[config.mk]
export PLATFORM = sky130hd
export DESIGN_NAME = holding_brake_sequencer
export DESIGN_NICKNAME = d
export VERILOG_FILES = /design/src/common/holding_brake_pkg.sv /design/src/verilog/holding_brake_sequencer.sv
export VERILOG_INCLUDE_DIRS = /design/src /design/src/common
export SDC_FILE = /design/constraint.sdc
export NUM_CORES = 1
export LEC_CHECK = 0
export BUFFER_PORTS_ARGS = -buffer_cell sky130_fd_sc_hd__clkbuf_2
export CAP_MARGIN = 20
export CORE_UTILIZATION = 53
export DETAILED_ROUTE_END_ITERATION = 16
export PLACE_DENSITY = 0.72
export SKIP_CTS_REPAIR_TIMING = 1
export SLEW_MARGIN = 20
export SYNTH_ARGS = -nofsm -noshare
export SYNTH_HDL_FRONTEND = slang
export SYNTH_SLANG_ARGS = --single-unit
[constraint.sdc]
create_clock -name pclk -period 9.8 [get_ports pclk]
set_clock_uncertainty 0.2 [all_clocks]
set_input_delay 1.96 -clock pclk [delete_from_list [all_inputs] [get_ports pclk]]
set_output_delay 1.96 -clock pclk [all_outputs]
set_load 0.01 [all_outputs]
[src/common/holding_brake_map.svh]
// Register indices, fields, reset values and timing for the brake sequencer
`ifndef HOLDING_BRAKE_MAP_SVH
`define HOLDING_BRAKE_MAP_SVH

// ==========================================================
// Register indices (byte address is four times the index)
`define ROT_THR_IDX 14'h335b
`define OVF_THR_IDX 14'h335c
`define ON_WAIT_IDX 14'h335d
`define OFF_WAIT_IDX 14'h335e
`define BRK_SPD_IDX 14'h335f
`define BRK_WAIT_IDX 14'h3360
`define CTRL_IDX 14'h3370
`define STATUS_IDX 14'h3371
`define IRQ_STAT_IDX 14'h3372
`define IRQ_MASK_IDX 14'h3373

// ==========================================================
// Reset values
`define ROT_THR_RST 16'h0014
`define OVF_THR_RST 32'h0280_0000
`define ON_WAIT_RST 16'h0000
`define OFF_WAIT_RST 16'h0000
`define BRK_SPD_RST 16'h0064
`define BRK_WAIT_RST 16'h0032
`define CTRL_RST 1'h1
`define IRQ_MASK_RST 3'h0

// ==========================================================
// Field positions
`define CTRL_BRAKE_EN_BIT 0
`define IRQ_OVF_BIT 0
`define IRQ_ROT_BIT 1
`define IRQ_BRK_BIT 2

// ==========================================================
// Timing
`define CLK_PERIOD_NS 5
`define MS_NS 1000000
`define TEN_MS_STEP 20'h0000a

`endif

[src/common/holding_brake_pkg.sv]
// Types shared by the holding brake sequencer
`default_nettype none

package holding_brake_pkg;

  typedef enum logic [2:0]
  {
    st_off,
    st_on_brake_first,
    st_on_excite_first,
    st_run,
    st_off_hold,
    st_off_coast
  } seq_state_type;

endpackage : holding_brake_pkg

`default_nettype wire

[src/verilog/holding_brake_sequencer.sv]
// Holding brake sequencer with rotation and deviation monitors, APB slave
//
// Operation
// - Rotation output high when speed above threshold
// - Alarm when deviation exceeds overflow threshold
// - Brake timing used only with brake enabled
// - Positive on-wait: release brake, wait, excite
// - Negative on-wait: excite, wait, release brake
// - Stopped servo off: hold power 10ms steps
// - Coasting: brake once speed below threshold
// - Coasting: brake once elapsed time exceeds brake wait
//
// The APB slave port is this design's own decision.
`include "holding_brake_map.svh"
`default_nettype none

module holding_brake_sequencer
#(
  parameter int unsigned ms_cycles = `MS_NS / `CLK_PERIOD_NS
)
(
  input wire logic pclk,
  input wire logic presetn,
  input wire logic psel,
  input wire logic penable,
  input wire logic pwrite,
  input wire logic [15:0] paddr,
  input wire logic [31:0] pwdata,
  output logic [31:0] prdata,
  output logic pready,
  output logic pslverr,
  input wire logic servo_on,
  input wire logic signed [15:0] motor_speed,
  input wire logic signed [31:0] position_deviation,
  output logic brake_output,
  output logic motor_excite,
  output logic rotation_detected,
  output logic overflow_alarm,
  output logic interrupt
);

  // ==========================================================
  // Helpers

  function automatic logic [15:0] mag16(input logic signed [15:0] v);
    mag16 = v[15] ? 16'(-v) : 16'(v);
  endfunction : mag16

  function automatic logic [31:0] mag32(input logic signed [31:0] v);
    mag32 = v[31] ? 32'(-v) : 32'(v);
  endfunction : mag32

  function automatic logic mapped(input logic [13:0] idx);
    mapped = (idx >= `ROT_THR_IDX && idx <= `BRK_WAIT_IDX) ||
      (idx >= `CTRL_IDX && idx <= `IRQ_MASK_IDX);
  endfunction : mapped

  // ==========================================================
  // Registers

  logic [15:0] rotation_threshold_param;
  logic [31:0] overflow_threshold_param;
  logic [15:0] on_wait_param;
  logic [15:0] off_wait_param;
  logic [15:0] brake_speed_param;
  logic [15:0] brake_wait_param;
  logic brake_function_en;
  logic [2:0] irq_status;
  logic [2:0] irq_mask;

  logic [13:0] reg_idx;
  logic wr_access;
  logic rd_setup;

  assign reg_idx = paddr[15:2];
  assign wr_access = psel && penable && pwrite;
  assign rd_setup = psel && !penable && !pwrite;
  assign pready = 1'b1;
  assign pslverr = psel && penable && !mapped(reg_idx);

  always_ff @(posedge pclk or negedge presetn)
  begin
    if (!presetn)
    begin
      rotation_threshold_param <= `ROT_THR_RST;
      overflow_threshold_param <= `OVF_THR_RST;
      on_wait_param <= `ON_WAIT_RST;
      off_wait_param <= `OFF_WAIT_RST;
      brake_speed_param <= `BRK_SPD_RST;
      brake_wait_param <= `BRK_WAIT_RST;
      brake_function_en <= `CTRL_RST;
      irq_mask <= `IRQ_MASK_RST;
    end
    else if (wr_access)
    begin
      unique case (reg_idx)
        `ROT_THR_IDX: rotation_threshold_param <= pwdata[15:0];
        `OVF_THR_IDX: overflow_threshold_param <= pwdata;
        `ON_WAIT_IDX: on_wait_param <= pwdata[15:0];
        `OFF_WAIT_IDX: off_wait_param <= pwdata[15:0];
        `BRK_SPD_IDX: brake_speed_param <= pwdata[15:0];
        `BRK_WAIT_IDX: brake_wait_param <= pwdata[15:0];
        `CTRL_IDX: brake_function_en <= pwdata[`CTRL_BRAKE_EN_BIT];
        `IRQ_MASK_IDX: irq_mask <= pwdata[2:0];
        default:
        begin
        end
      endcase
    end
  end

  // ==========================================================
  // Servo-on pin synchroniser

  logic on_s1;
  logic on_s2;
  logic on_s3;
  logic servo_on_level;

  always_ff @(posedge pclk or negedge presetn)
  begin
    if (!presetn)
    begin
      on_s1 <= 1'b0;
      on_s2 <= 1'b0;
      on_s3 <= 1'b0;
    end
    else
    begin
      on_s1 <= servo_on;
      on_s2 <= on_s1;
      on_s3 <= on_s2;
    end
  end

  // Only an agreed level counts, so a single-cycle glitch is ignored
  always_ff @(posedge pclk or negedge presetn)
  begin
    if (!presetn)
      servo_on_level <= 1'b0;
    else if (on_s2 == on_s3)
      servo_on_level <= on_s3;
  end

  // ==========================================================
  // Monitors

  logic [15:0] speed_mag;
  logic [31:0] dev_mag;

  assign speed_mag = mag16(motor_speed);
  assign dev_mag = mag32(position_deviation);

  always_ff @(posedge pclk or negedge presetn)
  begin
    if (!presetn)
    begin
      rotation_detected <= 1'b0;
      overflow_alarm <= 1'b0;
    end
    else
    begin
      rotation_detected <= speed_mag > rotation_threshold_param;
      overflow_alarm <= dev_mag > overflow_threshold_param;
    end
  end

  // ==========================================================
  // Millisecond timebase, restarted at every state change

  holding_brake_pkg::seq_state_type state;
  holding_brake_pkg::seq_state_type next_state;
  logic [31:0] tick_cnt;
  logic ms_tick;
  logic [19:0] elapsed_ms;
  logic state_change;

  assign state_change = next_state != state;
  assign ms_tick = tick_cnt == ms_cycles - 1;

  always_ff @(posedge pclk or negedge presetn)
  begin
    if (!presetn)
      tick_cnt <= 32'h0;
    else if (state_change || ms_tick)
      tick_cnt <= 32'h0;
    else
      tick_cnt <= tick_cnt + 32'h1;
  end

  // Saturates so a long wait never wraps back to zero
  always_ff @(posedge pclk or negedge presetn)
  begin
    if (!presetn)
      elapsed_ms <= 20'h0;
    else if (state_change)
      elapsed_ms <= 20'h0;
    else if (ms_tick && elapsed_ms != 20'hfffff)
      elapsed_ms <= elapsed_ms + 20'h1;
  end

  // ==========================================================
  // Sequencer

  logic [15:0] on_wait_mag;
  logic [19:0] off_wait_ms;
  logic [19:0] brake_wait_ms;
  logic on_wait_done;

  assign on_wait_mag = mag16(on_wait_param);
  assign on_wait_done = elapsed_ms >= {4'h0, on_wait_mag};
  assign off_wait_ms = 20'({4'h0, off_wait_param} * `TEN_MS_STEP);
  assign brake_wait_ms = 20'({4'h0, brake_wait_param} * `TEN_MS_STEP);

  always_comb
  begin
    next_state = state;
    unique case (state)
      holding_brake_pkg::st_off:
        if (servo_on_level)
        begin
          if (!brake_function_en || on_wait_param == 16'h0)
            next_state = holding_brake_pkg::st_run;
          else if (on_wait_param[15])
            next_state = holding_brake_pkg::st_on_excite_first;
          else
            next_state = holding_brake_pkg::st_on_brake_first;
        end
      holding_brake_pkg::st_on_brake_first:
        if (!servo_on_level)
          next_state = holding_brake_pkg::st_off;
        else if (on_wait_done)
          next_state = holding_brake_pkg::st_run;
      holding_brake_pkg::st_on_excite_first:
        if (!servo_on_level)
          next_state = holding_brake_pkg::st_off;
        else if (on_wait_done)
          next_state = holding_brake_pkg::st_run;
      holding_brake_pkg::st_run:
        if (!servo_on_level)
        begin
          if (!brake_function_en)
            next_state = holding_brake_pkg::st_off;
          else if (speed_mag < brake_speed_param)
            next_state = holding_brake_pkg::st_off_hold;
          else
            next_state = holding_brake_pkg::st_off_coast;
        end
      holding_brake_pkg::st_off_hold:
        if (elapsed_ms >= off_wait_ms)
          next_state = holding_brake_pkg::st_off;
      holding_brake_pkg::st_off_coast:
        if (speed_mag < brake_speed_param)
          next_state = holding_brake_pkg::st_off;
        else if (elapsed_ms > brake_wait_ms)
          next_state = holding_brake_pkg::st_off;
      default:
        next_state = holding_brake_pkg::st_off;
    endcase
  end

  always_ff @(posedge pclk or negedge presetn)
  begin
    if (!presetn)
      state <= holding_brake_pkg::st_off;
    else
      state <= next_state;
  end

  // Brake output high means brake released
  always_ff @(posedge pclk or negedge presetn)
  begin
    if (!presetn)
    begin
      brake_output <= 1'b0;
      motor_excite <= 1'b0;
    end
    else
    begin
      brake_output <= brake_function_en &&
        (next_state == holding_brake_pkg::st_on_brake_first ||
         next_state == holding_brake_pkg::st_run ||
         next_state == holding_brake_pkg::st_off_coast);
      motor_excite <=
        next_state == holding_brake_pkg::st_on_excite_first ||
        next_state == holding_brake_pkg::st_run ||
        next_state == holding_brake_pkg::st_off_hold;
    end
  end

  // ==========================================================
  // Interrupts

  logic ovf_prev;
  logic rot_prev;
  logic brk_prev;
  logic [2:0] irq_event;
  logic [2:0] irq_clear;

  always_ff @(posedge pclk or negedge presetn)
  begin
    if (!presetn)
    begin
      ovf_prev <= 1'b0;
      rot_prev <= 1'b0;
      brk_prev <= 1'b0;
    end
    else
    begin
      ovf_prev <= overflow_alarm;
      rot_prev <= rotation_detected;
      brk_prev <= brake_output;
    end
  end

  always_comb
  begin
    irq_event = 3'h0;
    irq_event[`IRQ_OVF_BIT] = overflow_alarm && !ovf_prev;
    irq_event[`IRQ_ROT_BIT] = rotation_detected && !rot_prev;
    irq_event[`IRQ_BRK_BIT] = brake_output != brk_prev;
  end

  assign irq_clear = (wr_access && reg_idx == `IRQ_STAT_IDX) ?
    pwdata[2:0] : 3'h0;

  // A new event wins over a simultaneous clear
  always_ff @(posedge pclk or negedge presetn)
  begin
    if (!presetn)
      irq_status <= 3'h0;
    else
      irq_status <= (irq_status & ~irq_clear) | irq_event;
  end

  always_ff @(posedge pclk or negedge presetn)
  begin
    if (!presetn)
      interrupt <= 1'b0;
    else
      interrupt <= |(irq_status & irq_mask);
  end

  // ==========================================================
  // Read data, captured in the setup cycle

  always_ff @(posedge pclk or negedge presetn)
  begin
    if (!presetn)
      prdata <= 32'h0;
    else if (rd_setup)
    begin
      unique case (reg_idx)
        `ROT_THR_IDX: prdata <= {16'h0, rotation_threshold_param};
        `OVF_THR_IDX: prdata <= overflow_threshold_param;
        `ON_WAIT_IDX: prdata <= {16'h0, on_wait_param};
        `OFF_WAIT_IDX: prdata <= {16'h0, off_wait_param};
        `BRK_SPD_IDX: prdata <= {16'h0, brake_speed_param};
        `BRK_WAIT_IDX: prdata <= {16'h0, brake_wait_param};
        `CTRL_IDX: prdata <= {31'h0, brake_function_en};
        `STATUS_IDX: prdata <= {24'h0, state, motor_excite,
          brake_output, overflow_alarm, rotation_detected,
          servo_on_level};
        `IRQ_STAT_IDX: prdata <= {29'h0, irq_status};
        `IRQ_MASK_IDX: prdata <= {29'h0, irq_mask};
        default: prdata <= 32'h0;
      endcase
    end
  end

endmodule : holding_brake_sequencer

`default_nettype wire

==> flow_summary.toml, run 1 <==
[cts]
clkTransAtPathRegs_ps = 60
numCtsBuffers = 26
cts_sinks = 218
cts-root-buf = "clkbuf_16"
cts_tree = "yes"
clock_path_buffers = 3
clk_latency_ps = 550
htreeDepth = 1

[floorplanning]
die-area_um2 = 29100
die_width_um = 170
fp-row-count = 61
core_area_um2 = 27900
pin_count = 141
fp.dieH_um = 170
start_util_pct = 54.0

[power]
clock_power_share_pct = 46.4
combinationalPowerShare_pct = 9.9
seqPwrFrac_pct = 43.7
power_density_nw_per_um2 = 126
netSwitchingFraction_pct = 26.3
p_switching_mw = 0.563
leakage_nw = 8.43
internal_power_mw = 1.58
power_mw = 2.14
ir_drop_v = 0.000136

[outcome]
status = "completed"

[critical_path]
worst_ep_required_time_ps = 9990
cp_max_fo = 52
end_kind = "flip-flop"
critPathKind = "input port to flip-flop"
arrival_ps = 6020
crit_path_start_kind = "input port"

[synth]
async_reset_ff_share_pct = 100
syn_inst = 1584
yosysUniqueCellTypes = 76
ys_seq_elements = 218
syn-num-nets = 1866
synth-simple-area-share_pct = 16.7
synth_top_family_by_area = "simple AND/OR/NAND/NOR gates"
synth-edff-count = 0
synthMuxAreaShare_pct = 5.65
avgSynthCellArea_um2 = 9.49
yosysSeqAreaShare_pct = 36.4
synth_xor_area_share_pct = 7.40
synth_flop_cell = "dfrtp_1"
syn_area_um2 = 15000
synth_compound_area_share_pct = 14.8
synth_fa_ha_area_share_pct = 15.1
ys_warn_count = 0

[sta]
period_needed_ps = 5830
hold_ws_ps = 146
hold_viol = 0
setup_tns_ps = 0
fin_crit_sh_pct = 59.5
finalSetupViolCount = 0
tightest_slew_ps = 1060
rsz0062_at_grt = "no"
slew_headroom_pct = 29.4
maxSlewViolCount = 0
fmax_ghz = 0.172

[placement]
gp_congestion = 0.914
placed_cells = 2060
port_buffers = 137
hpwl_um = 31000
place_area_um2 = 16100

[layout]
final_cell_mix = "dfrtp_1, ha_1, nand2_1"
nets = 1992
antenna_cells = 0
fin_cells = 2108
drive_above_1_share_pct = 17.3
fin_area_um2 = 17000
area_growth_syn_to_layout_pct = 13.2
layout_commonest_cell = "dfrtp_1"

[route]
wl_met3_um = 2300
drc = 0
wire_per_inst_um = 19.5
firstDrtPassIters = 8
topRoutingLayerUsed = "met4"
wl_met1_um = 18200
wl_um = 41100
vias_per_cell = 6.01
ant_nets = 0
routed-wl-met2_um = 19200
vias = 12672
initialDrtViolationCount = 820

[global_routing]
gr-usage-all-layers_pct = 28.6
grt.overflow.total = 0
grt_pass1_wl_um = 64900
antenna_found_initial = 0
grt_start_max_net_pins = 77
grt_pass1_vias = 12137

[flow_run]
cap_viol_max_count = 0

[min_path]
hp-class = "flip-flop to flip-flop"
-- path summary, 6_finish.rpt --
| path | end | start | slack (ps) | cells after the start |
|---|---|---|---|---|
| worst max-delay path | tick_cnt[10] | motor_speed[0] | 3970 | 18 |
| worst min-delay path | on_s2 | on_s1 | 150 | 0 |
| worst max register to register | tick_cnt[1] | brake_wait_param[1] | 4180 | 20 |
| worst min register to register | on_s2 | on_s1 | 150 | 0 |
| max in group asynchronous | interrupt | presetn | 6810 | 2 |
| min in group asynchronous | tick_cnt[8] | presetn | 1160 | 1 |
-- area by class of cell --
class / count / area [um2]
Clock inverter: 16 / 168
Sequential cell: 218 / 5470
Multi-Input combinational cell: 1215 / 9020
Inverter: 97 / 364
Clock buffer: 32 / 723
Tap cell: 378 / 473
Timing Repair Buffer: 152 / 808
Fill cell: 2361 / 10800
-- layer usage --
layer	vias to the layer above	GRT usage, %
met4	0	10.4
met5	-	0
met2	379	47.1
li1	6032	-
met3	88	3.09
met1	6173	39.0
-- power by group through the flow --
stage               clock, mW  sequential, mW  combinational (mW)
floorplan                   0           0.949               0.112
global placement            0           0.951               0.207
detailed placement          0           0.951               0.212
CTS                      1.01           0.935               0.213
global route             1.04           0.936               0.236
finish                  0.994           0.935               0.212
-- stage by stage --
stage          worst slack (ps)  utilization, %
4_1_cts                    4000            61.1
3_3_place_gp               3560            57.9
5_1_grt                    3700            61.1
2_1_floorplan              4260               -
3_5_place_dp               3440            57.9
6_report                   3970            61.1
-- synth_stat cells (all sizes together), types with 5 or more instances --
library cell / number / area (um2)
a222oi: 14 / 140
nor2b: 12 / 75.1
or3: 14 / 108
dfrtp: 207 / 5180
mux2: 57 / 642
xnor2: 67 / 587
o21bai: 6 / 45.0
o41ai: 8 / 88.8
nand3: 37 / 185
o21ai: 122 / 611
a22o: 23 / 201
a21oi: 50 / 250
inv: 97 / 364
o31ai: 15 / 118
ha: 178 / 2230
o21a: 12 / 90.1
nor3: 67 / 355
mux4: 7 / 158
mux2i: 5 / 50.1
xor2: 60 / 526
a31oi: 23 / 150
and4: 5 / 43.8
nand2b: 17 / 121
nor4: 30 / 206
o211ai: 9 / 67.6
or4: 11 / 90.1
nor2: 76 / 285
buf: 14 / 70.1
and2: 7 / 43.8
a21o: 20 / 150
a211oi: 7 / 52.6
dfstp: 11 / 289
clkbuf: 40 / 150
nand4: 33 / 206
nand2: 169 / 634
-- flip-flops by register name (all words and copies together), names as in the netlist, 20 cells and up --
name and cells:
elapsed_ms 20, prdata 32, overflow_threshold_param 32, tick_cnt 32
-- logic make-up after synthesis --
kind of cell / count (synthesis)
AND/OR/NAND/NOR: 498
AO/OA/AOI/OAI: 339
flip-flops: 218
adder cells (fa/ha/maj): 181
buffers and inverters: 151
XOR/XNOR: 127
multiplexers: 69
other: 1
-- worst max-delay path, cell delays in order --
cell and delay [ps]:
clkbuf_2 110, inv_1 80, ha_1 160, nand2_1 70, or3_1 340, nand2b_1 210, o41ai_1 320, xnor2_1 190
ha_1 300, nand4_1 130, or4_1 550, a221oi_1 260, a211oi_1 90, nand2_1 190, o22ai_1 180, a31oi_4 180
buf_4 500, nor4_1 150
No activity file was read; power rests on OpenSTA's default activity.
==> run 2: changes to the inputs <==
--- a/config.mk
+++ b/config.mk
@@ -6,11 +6,12 @@
 export SDC_FILE = /design/constraint.sdc
 export NUM_CORES = 1
 export LEC_CHECK = 0
+export ABC_AREA = 1
 export BUFFER_PORTS_ARGS = -buffer_cell sky130_fd_sc_hd__clkbuf_2
 export CAP_MARGIN = 20
 export CORE_UTILIZATION = 53
 export DETAILED_ROUTE_END_ITERATION = 16
-export PLACE_DENSITY = 0.72
+export PLACE_DENSITY = 0.75
 export SKIP_CTS_REPAIR_TIMING = 1
 export SLEW_MARGIN = 20
 export SYNTH_ARGS = -nofsm -noshare
==> constraint.sdc (replaced) <==
create_clock -name pclk -period 5 [get_ports pclk]
set_clock_uncertainty 0.2 [all_clocks]
set_input_delay 1 -clock pclk [delete_from_list [all_inputs] [get_ports pclk]]
set_output_delay 1 -clock pclk [all_outputs]
set_load 0.01 [all_outputs]
==> run 2 against run 1 <==
Design area is 3.1% higher. First-iteration DRC count increased by 45%. Sequential share of layout area shrank 0.96 points. Largest cell class unchanged. Clock power up 80%. Global-route usage up 0.49 points. Via count up 11%. Critical path type is now flip-flop to flip-flop.
==> flow_summary.toml, run 2 <==
[outcome]
status = "completed"

[synth]
synth_flop_cell = "dfrtp_1"
ys_warn_count = 0
ys_seq_elements = 218
synth_most_common_cell = "nand2_1"
yosysUniqueCellTypes = 56
syn_inst = 1991
syn_area_um2 = 15600
synth-edff-count = 0
synthTopCellsByCount = "nand2_1, inv_1, dfrtp_1, ha_1, o21ai_0"
synth_top_cell_by_area = "dfrtp_1"
syn-num-nets = 2273
synth_area_leaders = "dfrtp_1, ha_1, nand2_1"
avgSynthCellArea_um2 = 7.82
yosysSeqAreaShare_pct = 35.1
synth_top_cell_area_share_pct = 33.3
async_reset_ff_share_pct = 100

[layout]
reg.largest.list = "overflow_threshold_param (32), prdata (32), tick_cnt (32)"
final_cell_mix = "nand2_1, inv_1, dfrtp_1"
layout_commonest_cell = "nand2_1"
nets = 2405
fin_area_um2 = 17500
fin_cells = 2530
area_growth_syn_to_layout_pct = 12.7
drive_above_1_share_pct = 12.2

[sta]
maxSlewViolCount = 0
finalSetupViolCount = 0
tightest_slew_ps = 1020
fmax_ghz = 0.216
hold_ws_ps = 158
hold_viol = 0
setup_ws_ps = 364
fin_crit_sh_pct = 92.7
period_needed_ps = 4640
slew_headroom_pct = 31.8

[power]
leakage_nw = 8.46
ir_drop_v = 0.000252
power_density_nw_per_um2 = 248

[placement]
placed_cells = 2477
dpl_worst_slack_ps = 151
place_area_um2 = 16700
hpwl_um = 34100
gp_congestion = 0.933
port_buffers = 137

[route]
vias = 14105
drc = 0
wl_um = 43500
vias_per_cell = 5.58
initialDrtViolationCount = 1190
wire_per_inst_um = 17.2
firstDrtPassIters = 6
ant_nets = 0

[cts]
numCtsBuffers = 26
cts_sinks = 218
cts_tree = "yes"
cts-root-buf = "clkbuf_16"
htreeDepth = 1
clkTransAtPathRegs_ps = 60
clock_path_buffers = 3
clk_latency_ps = 550

[global_routing]
grt_start_max_net_pins = 91
grt_pass1_wl_um = 70200
grt_pass1_vias = 13282
met3_usage_pct = 5.26
gr-usage-all-layers_pct = 29.1
antenna_found_initial = 3
grt.busiest_layer = "met2"
met1_usage_pct = 41.8
grt.overflow.total = 0
met2_usage_pct = 44.9

[critical_path]
cp_max_fo = 32
arrival_ps = 4910
cp_slowest_cell = "dfstp_2"
worst_ep_required_time_ps = 5270
end_kind = "flip-flop"
critPathKind = "flip-flop to flip-flop"
crit_path_start_kind = "flip-flop"
slowest_delay_ps = 540
cp_common_cell = "nand2_1"

[floorplanning]
die-area_um2 = 30100
fp.dieH_um = 173
die_width_um = 173
core_area_um2 = 28800
fp-row-count = 62
start_util_pct = 54.1
pin_count = 141

[min_path]
hp-class = "flip-flop to flip-flop"

[flow_run]
cap_viol_max_count = 0
-- run 2: worst max-delay path: cells and delay by family, from the launching register on --
| family | cells | cell delay [ps] |
|---|---|---|
| compound gates | 6 | 730 |
| xor+xnor | 1 | 180 |
| fa+ha+maj | 4 | 1100 |
| buf+inv | 3 | 280 |
| flops | 1 | 540 |
| simple gates | 16 | 1510 |
-- run 2: final timing paths --
path	from	endpoint	slack, ps	depth (start not counted)
max in group asynchronous	presetn	rotation_threshold_param[2]	3390	2
setup / recovery	brake_wait_param[1]	tick_cnt[28]	360	30
hold / removal	on_s1	on_s2	160	0
hold reg to reg	on_s1	on_s2	160	0
min in group asynchronous	presetn	tick_cnt[23]	250	1
setup reg to reg	brake_wait_param[1]	tick_cnt[28]	360	30
-- run 2: logic make-up (layout without fill, tap and decap cells) --
family,count (synthesis),in the layout,synth area share (%)
buffers and inverters,320,472,7.83
and+or+nand+nor,793,793,22.3
adders and majority gates,181,181,14.6
muxes,16,16,1.16
AOI/OAI and AO/OA,344,344,12.3
DFF,218,218,35.1
other,1,4,0.0241
xor gates and xnor gates,118,118,6.64
-- run 2: layout make-up --
class / count / area, um2
antenna: 3 / 7.51
clock buffer: 41 / 747
clock inverter: 7 / 51.3
fill: 2539 / 11200
inverter: 271 / 1020
multi-input combinational: 1453 / 8920
sequential: 218 / 5470
tap: 384 / 480
timing repair buffer: 153 / 853
-- run 2: power breakdown --
group / internal (mW) / total (mW) / switching (mW)
Sequential: 1.80 / 1.86 / 0.0556
Combinational: 0.245 / 0.694 / 0.449
Clock: 1.02 / 1.79 / 0.769
-- run 2: per-layer routing --
metal  wire [um]  share of wire (%)  vias to the layer above
met5           0                  0                        -
met4        1240                2.9                        0
met3        3160                7.3                       84
met2       19100                 44                      440
met1       20000                 46                     6691
li1            -                  -                     6890
-- run 2: metrics by stage --
| stage | utilization, % | total power, mW | setup TNS, ps |
|---|---|---|---|
| 2_1_floorplan | - | 2.27 | 0 |
| 3_3_place_gp | 58.0 | 2.55 | 0 |
| 3_5_place_dp | 58.0 | 2.57 | 0 |
| 4_1_cts | 60.8 | 4.36 | 0 |
| 5_1_grt | 61.0 | 4.52 | -236 |
| 6_report | 61.0 | 4.34 | 0 |
